**src/logic/hsr_cfg.svh**
```systemverilog
/*
  Shared constants of the strobe and hardware-reset block: widths,
  token layout and counter sizes.
  Assumes it is included by its bare name from the strobe block, the checker and the bench.
*/
`ifndef HSR_CFG_SVH
`define HSR_CFG_SVH

// ==========================================================
// bus and bit counter widths
`define HSR_DAT_W 8
`define HSR_CNT_W 3

// ==========================================================
// crc status token: start bit, three status bits, end bit
`define HSR_CRC_LEN 3'h5
`define HSR_CRC_START 1'h0
`define HSR_CRC_END 1'h1
`define HSR_CRC_MSB 4

// ==========================================================
// idle levels of the outputs
`define HSR_STROBE_IDLE 1'h0
`define HSR_LINE_IDLE 1'h1

// ==========================================================
// idle levels of the sampled pins, loaded into their synchronisers
`define HSR_CLK_PIN_IDLE 1'h0
`define HSR_RST_PIN_IDLE 1'h1

`endif

```
**src/logic/hsr_pkg.sv**
```systemverilog
/*
  Types of the strobe and hardware-reset block.
  Assumes hsr_cfg.svh is on the include path.
*/
`default_nettype none

package hsr_pkg;

  // ==========================================================
  // transmit sequencer states
  typedef enum logic [2:0] {
    HSR_IDLE  = 3'h0,
    HSR_READ  = 3'h1,
    HSR_CRC   = 3'h2,
    HSR_RSP   = 3'h3,
    HSR_DRAIN = 3'h4
  } hsr_state_t;

endpackage

`default_nettype wire

```
**src/logic/hsr_sync_edge.sv**
```systemverilog
/*
  Two-flop synchroniser with registered edge detection for one
  asynchronous pin (host clock or reset pin).
  Assumes the input has no relation to mclk and is slower than mclk / 2.
*/
`default_nettype none

module hsr_sync_edge #(
  parameter logic RESET_LEVEL = 1'h0
) (
  input wire logic mclk,
  input wire logic sys_rst,
  input wire logic asyncIn,
  output logic levelOut,
  output logic riseOut,
  output logic fallOut
);

  logic meta_reg;
  logic sync_reg;
  logic prev_reg;
  logic rise_reg;
  logic fall_reg;

  // ==========================================================
  // synchroniser: meta_reg feeds sync_reg only
  // reset to the pin's idle level, else release of sys_rst looks like an edge
  always_ff @(posedge mclk or posedge sys_rst)
  begin
    if (sys_rst)
    begin
      meta_reg <= RESET_LEVEL;
      sync_reg <= RESET_LEVEL;
    end
    else
    begin
      meta_reg <= asyncIn;
      sync_reg <= meta_reg;
    end
  end

  // ==========================================================
  // edge detection on the settled copy only
  always_ff @(posedge mclk or posedge sys_rst)
  begin
    if (sys_rst)
    begin
      prev_reg <= RESET_LEVEL;
      rise_reg <= 1'h0;
      fall_reg <= 1'h0;
    end
    else
    begin
      prev_reg <= sync_reg;
      rise_reg <= sync_reg & ~prev_reg;
      fall_reg <= ~sync_reg & prev_reg;
    end
  end

  assign levelOut = prev_reg;
  assign riseOut = rise_reg;
  assign fallOut = fall_reg;

endmodule

`default_nettype wire

```
**src/logic/hsr_strobe_reset.sv**
```systemverilog
/*
  Device end of the host bus in HS400: data strobe generation for read
  data, crc status tokens and command responses, plus the hardware
  reset pin detector.
  Assumes the host clock and reset pin are asynchronous to mclk and that
  mclk runs well above twice the sampled host clock rate.
*/
// What this block does and expects of the host
// HS400 read data goes out with strobe
// strobe idle except read data, crc status
// HS400 command response also toggles strobe
// host clock period at least 5 ns
// reset sequence starts on reset pin rise
// host reset pulse and gap 1 us
// host waits 200 us before commands
// host gives 74 clocks before CMD1
// reset pin ignored until setting loaded
// HS400 read data launched on both edges
// reset pin ignored when function disabled
`include "hsr_cfg.svh"
`default_nettype none

module hsr_strobe_reset
  import hsr_pkg::*;
(
  input wire logic mclk,
  input wire logic sys_rst,
  input wire logic hostClk,
  input wire logic hwRstN,
  input wire logic hs400Mode,
  input wire logic rstFuncEn,
  input wire logic cfgLoaded,
  input wire logic rdValid,
  input wire logic [`HSR_DAT_W-1:0] rdByte,
  input wire logic rdLast,
  output logic rdReady,
  input wire logic crcReq,
  input wire logic [2:0] crcStatus,
  input wire logic rspValid,
  input wire logic rspBit,
  input wire logic rspLast,
  output logic rspReady,
  output logic [`HSR_DAT_W-1:0] datOut,
  output logic datOe,
  output logic cmdOut,
  output logic cmdOe,
  output logic dataStrobe,
  output logic resetSeqStart,
  output logic busy
);

  hsr_state_t state_reg;
  logic strobe_reg;
  logic [`HSR_DAT_W-1:0] dat_reg;
  logic datOe_reg;
  logic cmd_reg;
  logic cmdOe_reg;
  logic crcPend_reg;
  logic [2:0] crcStat_reg;
  logic [`HSR_CRC_MSB:0] crcShift_reg;
  logic [`HSR_CNT_W-1:0] bitCnt_reg;
  logic rstStart_reg;
  logic hostRise;
  logic hostFall;
  logic pinRise;
  logic readEdge;
  logic drainEdge;
  logic crcTake;

  // ==========================================================
  // pin synchronisers: host clock and reset pin
  hsr_sync_edge #(
    .RESET_LEVEL(`HSR_CLK_PIN_IDLE)
  ) uClkSync (
    .mclk(mclk),
    .sys_rst(sys_rst),
    .asyncIn(hostClk),
    .levelOut(),
    .riseOut(hostRise),
    .fallOut(hostFall)
  );

  // pin idles high: a low reset level would fake a release after sys_rst
  hsr_sync_edge #(
    .RESET_LEVEL(`HSR_RST_PIN_IDLE)
  ) uRstSync (
    .mclk(mclk),
    .sys_rst(sys_rst),
    .asyncIn(hwRstN),
    .levelOut(),
    .riseOut(pinRise),
    .fallOut()
  );

  // ==========================================================
  // edge qualifiers: double rate only in HS400
  assign readEdge = hostRise | (hs400Mode & hostFall);
  assign drainEdge = hs400Mode ? (hostRise | hostFall) : hostRise;
  assign crcTake = (state_reg == HSR_IDLE) & ~rspValid & crcPend_reg;

  // handshakes consume one item per launching edge
  assign rdReady = (state_reg == HSR_READ) & readEdge & rdValid & ~rstStart_reg;
  assign rspReady = (state_reg == HSR_RSP) & hostRise & rspValid & ~rstStart_reg;

  // ==========================================================
  // reset pin: only the release edge counts, and only once enabled
  always_ff @(posedge mclk or posedge sys_rst)
  begin
    if (sys_rst)
    begin
      rstStart_reg <= 1'h0;
    end
    else
    begin
      rstStart_reg <= pinRise & rstFuncEn & cfgLoaded;
    end
  end

  // ==========================================================
  // pending crc status request; a new request beats the take
  always_ff @(posedge mclk or posedge sys_rst)
  begin
    if (sys_rst)
    begin
      crcPend_reg <= 1'h0;
      crcStat_reg <= 3'h0;
    end
    else if (crcReq)
    begin
      crcPend_reg <= 1'h1;
      crcStat_reg <= crcStatus;
    end
    else if (crcTake | rstStart_reg)
    begin
      crcPend_reg <= 1'h0;
    end
  end

  // ==========================================================
  // sequencer: responses first since the host is waiting on cmd
  always_ff @(posedge mclk or posedge sys_rst)
  begin
    if (sys_rst)
    begin
      state_reg <= HSR_IDLE;
      bitCnt_reg <= '0;
    end
    else if (rstStart_reg)
    begin
      state_reg <= HSR_IDLE;
      bitCnt_reg <= '0;
    end
    else
    begin
      unique case (state_reg)
        HSR_IDLE:
        begin
          bitCnt_reg <= '0;
          if (rspValid)
            state_reg <= HSR_RSP;
          else if (crcPend_reg)
            state_reg <= HSR_CRC;
          else if (rdValid)
            state_reg <= HSR_READ;
        end
        HSR_READ:
        begin
          if (rdReady & rdLast)
            state_reg <= HSR_DRAIN;
        end
        HSR_CRC:
        begin
          if (hostRise)
          begin
            bitCnt_reg <= bitCnt_reg + `HSR_CNT_W'(1);
            if (bitCnt_reg == `HSR_CRC_LEN - 3'h1)
              state_reg <= HSR_DRAIN;
          end
        end
        HSR_RSP:
        begin
          if (rspReady & rspLast)
            state_reg <= HSR_DRAIN;
        end
        HSR_DRAIN:
        begin
          // hold the last item until drainEdge: a full unit interval, but only half for crc and response bits in HS400
          if (drainEdge)
            state_reg <= HSR_IDLE;
        end
        default:
        begin
          state_reg <= HSR_IDLE;
        end
      endcase
    end
  end

  // ==========================================================
  // data lines: read bytes and the crc token on line 0
  always_ff @(posedge mclk or posedge sys_rst)
  begin
    if (sys_rst)
    begin
      dat_reg <= {`HSR_DAT_W{`HSR_LINE_IDLE}};
      datOe_reg <= 1'h0;
      crcShift_reg <= '1;
    end
    else if (rstStart_reg)
    begin
      dat_reg <= {`HSR_DAT_W{`HSR_LINE_IDLE}};
      datOe_reg <= 1'h0;
    end
    else
    begin
      if (crcTake)
        crcShift_reg <= {`HSR_CRC_START, crcStat_reg, `HSR_CRC_END};
      if (rdReady)
      begin
        dat_reg <= rdByte;
        datOe_reg <= 1'h1;
      end
      else if ((state_reg == HSR_CRC) & hostRise)
      begin
        dat_reg <= {{(`HSR_DAT_W-1){`HSR_LINE_IDLE}}, crcShift_reg[`HSR_CRC_MSB]};
        crcShift_reg <= {crcShift_reg[`HSR_CRC_MSB-1:0], `HSR_LINE_IDLE};
        datOe_reg <= 1'h1;
      end
      else if ((state_reg == HSR_DRAIN) & drainEdge)
      begin
        dat_reg <= {`HSR_DAT_W{`HSR_LINE_IDLE}};
        datOe_reg <= 1'h0;
      end
    end
  end

  // ==========================================================
  // command line: response bits launched on host rising edges
  always_ff @(posedge mclk or posedge sys_rst)
  begin
    if (sys_rst)
    begin
      cmd_reg <= `HSR_LINE_IDLE;
      cmdOe_reg <= 1'h0;
    end
    else if (rstStart_reg)
    begin
      cmd_reg <= `HSR_LINE_IDLE;
      cmdOe_reg <= 1'h0;
    end
    else if (rspReady)
    begin
      cmd_reg <= rspBit;
      cmdOe_reg <= 1'h1;
    end
    else if ((state_reg == HSR_DRAIN) & drainEdge & cmdOe_reg)
    begin
      cmd_reg <= `HSR_LINE_IDLE;
      cmdOe_reg <= 1'h0;
    end
  end

  // ==========================================================
  // data strobe: toggles only while something is sent, HS400 only,
  // and always ends low so the host sees a clean idle level
  always_ff @(posedge mclk or posedge sys_rst)
  begin
    if (sys_rst)
    begin
      strobe_reg <= `HSR_STROBE_IDLE;
    end
    else if (rstStart_reg | ~hs400Mode)
    begin
      strobe_reg <= `HSR_STROBE_IDLE;
    end
    else if (rdReady)
    begin
      strobe_reg <= ~strobe_reg;
    end
    else if ((state_reg == HSR_CRC) | (state_reg == HSR_RSP))
    begin
      // follows the host clock so bits are centred on a full strobe cycle
      if (hostRise)
        strobe_reg <= 1'h1;
      else if (hostFall)
        strobe_reg <= 1'h0;
    end
    else if ((state_reg == HSR_DRAIN) & drainEdge)
    begin
      strobe_reg <= `HSR_STROBE_IDLE;
    end
  end

  assign datOut = dat_reg;
  assign datOe = datOe_reg;
  assign cmdOut = cmd_reg;
  assign cmdOe = cmdOe_reg;
  assign dataStrobe = strobe_reg;
  assign resetSeqStart = rstStart_reg;
  assign busy = (state_reg != HSR_IDLE);

endmodule

`default_nettype wire

```
**config.mk**
```make
export PLATFORM = sky130hd
export DESIGN_NAME = hsr_strobe_reset
export DESIGN_NICKNAME = d
export VERILOG_FILES = /design/src/logic/hsr_pkg.sv /design/src/logic/hsr_sync_edge.sv /design/src/logic/hsr_strobe_reset.sv
export VERILOG_INCLUDE_DIRS = /design/src /design/src/logic
export SDC_FILE = /design/constraint.sdc
export NUM_CORES = 1
export LEC_CHECK = 0
export ABC_AREA = 1
export BUFFER_PORTS_ARGS = -buffer_cell sky130_fd_sc_hd__buf_4
export CORE_UTILIZATION = 25
export CTS_CLUSTER_SIZE = 8
export DETAILED_ROUTE_END_ITERATION = 6
export PLACE_DENSITY_LB_ADDON = 0.1
export SYNTH_ARGS = -nofsm -noshare
export SYNTH_HDL_FRONTEND = slang
export SYNTH_SLANG_ARGS = --single-unit
```
**constraint.sdc**
```tcl
create_clock -name mclk -period 4.3 [get_ports mclk]
set_clock_uncertainty 0.15 [all_clocks]
set_input_delay 0.86 -clock mclk [delete_from_list [all_inputs] [get_ports mclk]]
set_output_delay 0.86 -clock mclk [all_outputs]
set_load 0.05 [all_outputs]
```
# --- Yosys cells after proc, flatten, opt, wreduce, memory -nomap -nowiden ---
# Index checks and enable logic that the tools add are counted.
# Widths: inputs -> output; s select.
word_totals:
  mem_bits_ro: 0
  in_bits: 24
  out_inout_bits: 16
  ram_bits: 0
  ff_bits: 37
  latch_bits: 0
  memories: 0
classes:
  multipliers: 0
  n_lt_le_gt_ge: 0
  mux: 38
  shift: 0
  div_mod_pow: 0
  n_eq_ne: 12
  bitwise: 31
  n_addsub: 1
  reduce_logical: 10
op_table:
  columns: ["op", "count"]
  rows:
  - ["$mux 3", 11]
  - ["$mux 8", 4]
  - ["$and 1x1->1", 19]
  - ["$mux 1", 18]
  - ["$mux 5", 3]
  - ["$pmux 3 s5", 1]
  - ["$ne 3x2->1 const B", 3]
  - ["$reduce_bool 3->1", 3]
  - ["$reduce_bool 4->1", 2]
  - ["$not 1->1", 7]
  - ["$eq 3x2->1 const B", 2]
  - ["$eq 3x3->1 const B", 2]
  - ["$ne 3x3->1 const B", 2]
  - ["$pmux 3 s2", 1]
  - ["$reduce_and 6->1", 1]
  - ["$ne 5x3->1 const B", 1]
  - ["$ne 5x5->1 const B", 1]
  - ["$or 1x1->1", 5]
  - ["$reduce_and 2->1", 2]
  - ["$add 3x1->3 const B", 1]
  - ["$eq 3x1->1 const B", 1]
  - ["$logic_not 3->1", 1]
  - ["$reduce_bool 2->1", 1]

# --- Longest topological paths before layout ---
# Gate-level depths: netlist of the first run.
logic_depth:
  ltp_word: 9
  mapped_depth: 10

# --- Modules after synthesis ---
# A second synthesis of the first run with hierarchy kept.
unflattened:
  cells_unflattened: 199
  area_unflattened_um2: 1771.7
modules_own_cells:
  columns: ["mod", "area_per_inst_um2", "instances", "cells_each"]
  rows:
  - ["hsr_strobe_reset", 1480.2, 1, 179]
  - ["hsr_sync_edge at uRstSync", 147.6, 1, 10]
  - ["hsr_sync_edge at uClkSync", 143.9, 1, 10]

# --- Least setup slack after synthesis of the first run ---
# No wires, ideal clock.
synth_timing:
  path_type: "input port to output port"
  start: "in rspValid"
  end: "out rspReady"
  stages: 2
  path_buffers: 0
  required_time_ps: 3290
  setup_slack_ps: 1656
  t_arrival_ps: 1634
  cell_sequence: "nand3_1 -> nor2_1"
synth_via:
  elab_chain_len: 2
synth_lines:
  columns: ["element", "line_no", "source"]
  rows:
  - ["from (decl)", "hsr_strobe_reset.sv:39", "input wire logic rspValid,"]
  - ["$and 1x1->1 (2 in a row)", "hsr_strobe_reset.sv:103", "assign rspReady = (state_reg == HSR_RSP) & hostRise & rspValid & ~rstStart_reg;"]
  - ["to (decl)", "hsr_strobe_reset.sv:42", "output logic rspReady,"]
# No other way between the ends.

# --- Worst setup path in the final report of the first run ---
layout_timing:
  start: "reg rstStart_reg, in the netlist resetSeqStart"
  end: "out rdReady"
layout_via:
  elab_chain_len: 2
layout_lines:
  columns: ["element", "line_no", "source"]
  rows:
  - ["from (decl)", "hsr_strobe_reset.sv:62", "logic rstStart_reg;"]
  - ["from (signal assigned)", "hsr_strobe_reset.sv:115", "rstStart_reg <= pinRise & rstFuncEn & cfgLoaded;"]
  - ["$not 1->1", "hsr_strobe_reset.sv:102", "assign rdReady = (state_reg == HSR_READ) & readEdge & rdValid & ~rstStart_reg;"]
  - ["$and 1x1->1", "hsr_strobe_reset.sv:102", null]
  - ["to (decl)", "hsr_strobe_reset.sv:36", "output logic rdReady,"]
# No other way between the ends.

==> results of run 1 <==
-- path summary, 6_finish.rpt --
check                                  start                 to  slack [ns]  cells after the start
max                            resetSeqStart            rdReady        1.49                      4
min                        uClkSync.meta_reg  uClkSync.sync_reg        0.20                      0
max reg2reg                    resetSeqStart          datOut[0]        2.48                      7
min reg2reg                uClkSync.meta_reg  uClkSync.sync_reg        0.20                      0
max in group asynchronous            sys_rst    crcShift_reg[1]        2.51                      3
min in group asynchronous            sys_rst  uClkSync.meta_reg        0.68                      2
-- cells in the mapped netlist --
| master | n |
|---|---|
| ha_1 | 2 |
| clkbuf_1 | 1 |
| nor2_2 | 1 |
| nor3_1 | 3 |
| o21ai_1 | 1 |
| dfstp_2 | 17 |
| and3_1 | 1 |
| nand2_1 | 39 |
| buf_2 | 1 |
| dfrtp_1 | 20 |
| inv_2 | 5 |
| nand3_2 | 2 |
| o21ai_2 | 1 |
| xor2_1 | 1 |
| nor2_1 | 18 |
| o22a_1 | 7 |
| a31oi_1 | 1 |
| o22ai_1 | 1 |
| nand2_2 | 3 |
| nand4_1 | 2 |
| nand3_1 | 14 |
| or2_1 | 2 |
| o21ai_0 | 13 |
| nor2_4 | 5 |
| nor3_2 | 1 |
| nand2_4 | 2 |
| o21bai_1 | 1 |
| buf_6 | 1 |
| inv_1 | 20 |
| a21oi_1 | 4 |
-- routing by layer --
metal / up-vias / track usage, %
li1: 702 / -
met1: 638 / 16.2
met2: 24 / 19.2
met3: 2 / 2.92
met4: 0 / 3.64
met5: - / 0
-- cell families (layout without fill, tap and decap cells) --
| group | count (synthesis) | in the layout | synth area share [%] |
|---|---|---|---|
| simple gates | 93 | 93 | 26.7 |
| xor+xnor | 1 | 1 | 0.504 |
| fa+ha+maj | 2 | 2 | 1.44 |
| flops | 37 | 37 | 54.5 |
| buf+inv | 28 | 73 | 6.55 |
| compound gates | 29 | 29 | 10.4 |
-- layout make-up --
type,count,area (µm²)
Inverter,25,93.8
Clock inverter,3,25.0
Multi-Input combinational cell,125,678
Fill cell,722,4540
Clock buffer,5,68.8
Tap cell,80,100
Timing Repair Buffer,40,300
Sequential cell,37,947
-- metrics by stage --
stage / setup slack [ns] / hold slack [ns] / utilization (%) / power [µW] / std cells
after detailed placement: 1.54 / 0.186 / 31.4 / 965 / 307
after CTS: 1.43 / 0.207 / 32.8 / 1230 / 315
after global routing: 1.34 / 0.211 / 32.8 / 1310 / 315
after floorplan: 1.66 / 0.181 / - / 833 / 190
after global placement: 1.55 / 0.182 / 31.4 / 968 / 307
final: 1.49 / 0.202 / 32.8 / 1210 / 315
-- power groups by stage --
stage | sequential, µW | clock (µW) | combinational (µW)
2_1_floorplan | 575 | 0 | 258
3_3_place_gp | 497 | 0 | 471
3_5_place_dp | 496 | 0 | 469
4_1_cts | 491 | 271 | 470
5_1_grt | 500 | 285 | 524
6_report | 490 | 255 | 464
==> results.toml, run 1 <==
[route]
wl_per_cell_um = 12.7
wl_met3_um = 154
met2_length_mm = 1.89
routed_wl_mm = 3.99
vias = 1366
top_layer = "met4"
ant_nets = 0
dr.pass1.iters = 6
drc = 0
dr.first_iter.drc_count = 46
routed_via_density = 4.34
wl_met1_mm = 1.92

[worst_setup_path]
slowest_delay_ns = 0.63
crit_buf_inv = 3
start_kind = "flop"
cp_max_fo = 14
worstSetupPathType = "reg2out"
path_cells = "inv_1, nand2_4, inv_2, buf_4"
required_ns = 3.29
cp-end-kind = "output pin"
cp_slowest_cell = "dfrtp_1"
arrival_ns = 1.80
cp_top_family = "flip-flops"

[run]
maxCapViolations = 0

[cts]
cts_resized = 0
cts_tree = "built"
cts_setup_buffers = 0
htreeDepth = 2
cts_num_sinks = 37
clockBufferDepth = 2
clkTransAtPathRegs_ns = 0.08
hold_buffers = 0
numCtsBuffers = 5
cts-root-buf = "clkbuf_8"
clk_latency_ns = 0.29

[logic_synthesis]
syn-cell-area_mm2 = 0.00174
synth.area.top_cells = "dfrtp_1 29%, dfstp_2 26%, nand2_1 8.4%"
synth_top_area_share_pct = 28.8
ys_seq_area_share_pct = 54.5
synth_top_area_cell = "dfrtp_1"
synthDistinctLibCells = 30
avgSynthCellArea_um2 = 9.15
synth_nets = 216
ys_warn_count = 0
synth-seq-cells = 37
synthCells = 190

[timing]
slew_violations = 0
hold_viol_final = 0
worst_slew_pin_slew_ns = 1.06
period_share_pct = 65.4
rsz0062_at_grt = "no"
fmax_ghz = 0.356
tns_ns = 0
slew_headroom_pct = 29.4
setup_viol = 0
fin_crit_ns = 2.81

[cells_and_area]
largest_reg_flops = 8
drive_gt1_share_pct = 36.2
final_cell_mix = "40 x buf_4, 39 x nand2_1, 20 x inv_1, 20 x dfrtp_1, 18 x nor2_1"
antenna_cells = 0
layout_commonest_cell = "buf_4"
final_cell_area_mm2 = 0.00221
area_growth_pct = 27.3
fin_nets = 260

[power]
power_density_mw_per_mm2 = 546
intPower_uw = 707
pwr-share-seq_pct = 40.5
pwr-share-clk_pct = 21.1
peakVddDrop_uv = 200
power_leakage_uw = 0.00105
switching_share_pct = 41.5
p_sw_uw = 501
combPwrFrac_pct = 38.4

[global_routing]
antenna_found_initial = 0
first_global_vias = 1400
overflow = 0
grt_pass1_wl_mm = 6.82
grt_max_degree = 30
grt_use_total_pct = 12.1

[floorplan]
dieArea_mm2 = 0.00729
coreArea_mm2 = 0.00676
initial_core_util_pct = 25.7
fp.dieW_um = 85.4
rows = 30
die_h_um = 85.4
design.portCount = 40

[placement]
place_congestion = 0.769
placed_cell_area_mm2 = 0.00212
dp_hpwl_mm = 2.99
portBuffers = 39

[hold_path]
hp-class = "reg2reg"

[outcome]
outcome = "finished clean"
No activity file was read; power rests on OpenSTA's default activity.
==> run 2, diff against run 1 <==
--- a/config.mk
+++ b/config.mk
@@ -6,7 +6,7 @@
 export SDC_FILE = /design/constraint.sdc
 export NUM_CORES = 1
 export LEC_CHECK = 0
-export ABC_AREA = 1
+export ABC_AREA = 0
 export BUFFER_PORTS_ARGS = -buffer_cell sky130_fd_sc_hd__buf_4
 export CORE_UTILIZATION = 25
 export CTS_CLUSTER_SIZE = 8
==> constraint.sdc (replaced) <==
create_clock -name mclk -period 2.8 [get_ports mclk]
set_clock_uncertainty 0.15 [all_clocks]
set_input_delay 0.56 -clock mclk [delete_from_list [all_inputs] [get_ports mclk]]
set_output_delay 0.56 -clock mclk [all_outputs]
set_load 0.05 [all_outputs]
==> results.toml, run 2 <==
[cells_and_area]
fin_nets = 210
final_cell_count_no_fill = 262
layout_commonest_cell = "buf_4"
final_cell_mix = "42 x buf_4, 20 x dfrtp_1, 17 x dfstp_2"
area_growth_pct = 28.7
largest_reg_flops = 8
drive_gt1_share_pct = 40.5
antenna_cells = 0
final_util_pct = 33.1
fill_cells = 679

[logic_synthesis]
synth-seq-cells = 37
avgSynthCellArea_um2 = 11.6
synth_top_area_cell = "dfrtp_1"
synth.area.top_cells = "dfrtp_1 31%, dfstp_2 28%, o22a_1 3.8%"
ys.flop_type = "dfrtp_1"
syn-cell-area_mm2 = 0.00162
synth_top_area_share_pct = 30.8
ys_warn_count = 0
ys_seq_area_share_pct = 58.3
async_reset_ff_share_pct = 100
synth_edf_count = 0
ys_top_cells_by_count = "20 x dfrtp_1, 17 x dfstp_2, 9 x inv_1, 9 x nand2_1, 8 x a21oi_1"
synth.most_common_cell = "dfrtp_1"
synthCells = 140
synth_nets = 166
synthDistinctLibCells = 45

[cts]
cts_setup_buffers = 0
cts_tree = "built"
numCtsBuffers = 5
clk_latency_ns = 0.28
cts_resized = 0
cts-root-buf = "clkbuf_8"
hold_buffers = 0
clkTransAtPathRegs_ns = 0.07
clockBufferDepth = 2
cts_num_sinks = 37
htreeDepth = 2

[timing]
whs_ns = 0.0867
slew_headroom_pct = 62.1
hold_viol_final = 0
fin_crit_ns = 2.57
rsz0062_at_grt = "no"
setup_viol = 0
slew_violations = 0
worst_slew_pin_slew_ns = 0.569
tns_ns = 0
worst_slack_ns = 0.228
fmax_ghz = 0.389
period_share_pct = 91.9

[route]
vias = 1230
drc = 0
routed_via_density = 4.69
dr.pass1.iters = 4
wl_per_cell_um = 14.0
routed_wl_mm = 3.66
ant_nets = 0
dr.first_iter.drc_count = 77

[floorplan]
rows = 29
dieArea_mm2 = 0.00682
fp.dieW_um = 82.6
design.portCount = 40
coreArea_mm2 = 0.00631
die_h_um = 82.6
initial_core_util_pct = 25.7

[run]
maxCapViolations = 0

[worst_setup_path]
r2r-start = "state_reg[1]"
start_kind = "flop"
cp-end-kind = "output pin"
required_ns = 2.09
r2r_slack_ns = 0.76
arrival_ns = 1.86
cp_max_fo = 14
cp-startpoint = "state_reg[1]"
worstSetupPathType = "reg2out"

[hold_path]
hp-class = "in2async"

[global_routing]
antenna_found_initial = 0
grt_use_total_pct = 12.1
first_global_vias = 1204
grt_pass1_wl_mm = 6.02
grt_max_degree = 30
overflow = 0

[placement]
dp_slack_ns = 0.474
dp_cells = 254
dp_hpwl_mm = 2.60
portBuffers = 39
place_congestion = 0.780

[power]
peakVddDrop_uv = 293
power_density_mw_per_mm2 = 918
power_leakage_uw = 0.000903

[outcome]
outcome = "finished clean"
## run 2: cell count changes in the layout (fill, tap and decap cells not counted), sizes merged, moves of 3 or more
cell	change
o21ai	-9
a2bb2oi	+3
nand2	-35
nor2b	+4
inv	-17
or3	+3
nor2	-19
a21oi	+6
nand3	-15
clkbuf	+3
mux2	+3
## run 2: final cells by class
cell class | count | area (µm²) | share of cell area [%]
clock buffers | 8 | 80.1 | 3.83
inverters | 10 | 37.5 | 1.80
multi-input cells | 88 | 614 | 29.4
flip-flops and latches | 37 | 947 | 45.3
well taps | 77 | 96.3 | 4.61
repair buffers | 42 | 315 | 15.1
## run 2: path summary, 6_finish.rpt
path / depth (start not counted) / endpoint
worst min-delay path: 2 / uClkSync.fallOut
worst max-delay path: 4 / rspReady
min in group mclk: 0 / uClkSync.sync_reg
max in group asynchronous: 3 / crcShift_reg[2]
worst max register to register: 4 / crcShift_reg[3]
worst min register to register: 0 / uClkSync.sync_reg
## run 2: where the power goes
part           switching, µW  internal, µW  total, µW  leakage, µW
sequential               117           697        813     0.000429
combinational            455           298        753     0.000435
clock                    176           177        353    0.0000395
## run 2: per-stage QoR
step	cell area [µm²]	power [µW]
3_5_place_dp	2010	1580
6_report	2090	1920
4_1_cts	2090	1950
5_1_grt	2090	2050
2_1_floorplan	1620	1380
3_3_place_gp	2010	1580
## run 2: metal layers
metal  track usage [%]  routed length (µm)  up-vias
met2              18.9                1710       34
met5                 0                   0        -
met4              5.17                  60        0
li1                  -                   -      593
met3              3.30                 214        6
met1              15.8                1680      597
## run 2: cell families (layout without fill, tap and decap cells)
family          Yosys count  after routing  share of synthesized area, %
flops                    37             37                          58.3
simple gates             40             40                          15.1
mux                       3              3                          2.08
compound gates           42             42                          18.6
fa+ha+maj                 2              2                          1.54
xor+xnor                  1              1                         0.539
buf+inv                  15             60                          3.85
## run 2: worst max-delay path, stage by stage (launching register included)
cell and delay [ns]:
dfrtp_1 0.62, nand2_1 0.19, or3_1 0.43, nor2_1 0.13
buf_4 0.21
==> run 3, diff against run 2 <==
--- a/config.mk
+++ b/config.mk
@@ -11,7 +11,7 @@
 export CORE_UTILIZATION = 25
 export CTS_CLUSTER_SIZE = 8
 export DETAILED_ROUTE_END_ITERATION = 6
-export PLACE_DENSITY_LB_ADDON = 0.1
+export PLACE_DENSITY_LB_ADDON = 0.15
 export SYNTH_ARGS = -nofsm -noshare
 export SYNTH_HDL_FRONTEND = slang
 export SYNTH_SLANG_ARGS = --single-unit
==> results.toml, run 3 (synthesized netlist as in run 2, its figures left out) <==
[outcome]
outcome = "finished clean"

[timing]
worst_slew_pin_slew_ns = 0.469
slew_violations = 0
rsz0062_at_grt = "no"
fmax_ghz = 0.389
period_share_pct = 91.9
fin_crit_ns = 2.57
setup_viol = 0
tns_ns = 0
hold_viol_final = 0
slew_headroom_pct = 68.7

[cells_and_area]
seqCellArea_um2 = 947
fill_cells = 656
layout_commonest_cell = "buf_4"
area_growth_pct = 29.8
drive_gt1_share_pct = 41.4
fin_nets = 211
multiInputGateArea_um2 = 614
largest_reg_flops = 8
final_cell_count_no_fill = 263
final_cell_mix = "43 x buf_4, 20 x dfrtp_1, 17 x dfstp_2"
antenna_cells = 0

[floorplan]
dieArea_mm2 = 0.00682
initial_core_util_pct = 25.7
design.portCount = 40
die_h_um = 82.6
fp.dieW_um = 82.6
rows = 29
coreArea_mm2 = 0.00631

[power]
pwr-share-seq_pct = 41.8
switching_share_pct = 38.7
combPwrFrac_pct = 38.9
peakVddDrop_uv = 506
finalPower_uw = 1950
p_sw_uw = 755
power_leakage_uw = 0.000915
power_density_mw_per_mm2 = 925
intPower_uw = 1200
pwr-share-clk_pct = 19.3

[cts]
cts_num_sinks = 37
cts_resized = 0
clk_latency_ns = 0.28
cts_tree = "built"
cts_setup_buffers = 0
hold_buffers = 0
numCtsBuffers = 5
clockBufferDepth = 2
htreeDepth = 2
clkTransAtPathRegs_ns = 0.07
cts-root-buf = "clkbuf_8"

[route]
dr.first_iter.drc_count = 97
dr.pass1.iters = 5
routed_wl_mm = 3.69
ant_nets = 0
wl_per_cell_um = 14.0
vias = 1238
routed_via_density = 4.71
drc = 0

[worst_setup_path]
start_kind = "flop"
worstSetupPathType = "reg2out"
required_ns = 2.09
cp-end-kind = "output pin"
arrival_ns = 1.86
cp_max_fo = 14

[global_routing]
grt_max_degree = 38
antenna_found_initial = 0
overflow = 0
grt_use_total_pct = 12.2
first_global_vias = 1271
grt_pass1_wl_mm = 6.13

[placement]
dp_cells = 255
dp_hpwl_mm = 2.62
portBuffers = 39
place_congestion = 0.806

[run]
maxCapViolations = 0

[hold_path]
hp-class = "reg2reg"
-- run 3: cell count changes in the layout (fill, tap and decap cells not counted) --
cell	previous run	this run
buf_4	42	43
clkbuf_1	3	2
clkbuf_8	5	6
-- run 3: cell type report --
cell class,count,area share (%)
multi-input cells,88,29.1
clock buffers,8,4.27
well taps,77,4.57
flip-flops and latches,37,44.9
repair buffers,43,15.3
inverters,10,1.78
-- run 3: path summary, 6_finish.rpt --
kind                       cells past startpoint  slack, ns              start                end
setup / recovery                               4       0.23       state_reg[1]           rspReady
hold / removal                                 0       0.20  uClkSync.meta_reg  uClkSync.sync_reg
setup reg to reg                               4       0.73       state_reg[1]    crcShift_reg[2]
hold reg to reg                                0       0.20  uClkSync.meta_reg  uClkSync.sync_reg
max in group asynchronous                      3       1.91            sys_rst          datOut[3]
min in group asynchronous                      3       0.23            sys_rst  uClkSync.meta_reg
-- run 3: power groups by stage --
stage / logic [µW] / registers, µW / clock network (µW)
2_1_floorplan: 422 / 960 / 0
4_1_cts: 765 / 816 / 396
3_3_place_gp: 753 / 818 / 0
5_1_grt: 822 / 836 / 416
6_report: 758 / 816 / 377
3_5_place_dp: 762 / 823 / 0
-- run 3: routing by layer --
layer | GRT usage, % | vias up | part of all wire [%]
met5 | 0 | - | 0
met4 | 4.83 | 0 | 1.1
met3 | 3.63 | 4 | 6.1
met2 | 18.3 | 52 | 46
met1 | 16.5 | 585 | 46
li1 | - | 597 | -
-- run 3: worst max-delay path, cell delays in order (launching register included) --
cell and delay (ns):
dfrtp_1 0.63, nand2_1 0.20, or3_1 0.42, nor2_1 0.13
buf_4 0.21
-- run 3: metrics by stage --
step | hold slack (ns) | setup WS [ns] | area (µm²) | utilization [%]
3_3_place_gp | 0.184 | 0.516 | 2020 | 32.0
2_1_floorplan | 0.181 | 0.393 | 1620 | -
3_5_place_dp | 0.186 | 0.510 | 2020 | 32.0
6_report | 0.200 | 0.227 | 2110 | 33.4
4_1_cts | 0.202 | 0.205 | 2110 | 33.4
5_1_grt | 0.209 | 0.0782 | 2110 | 33.4
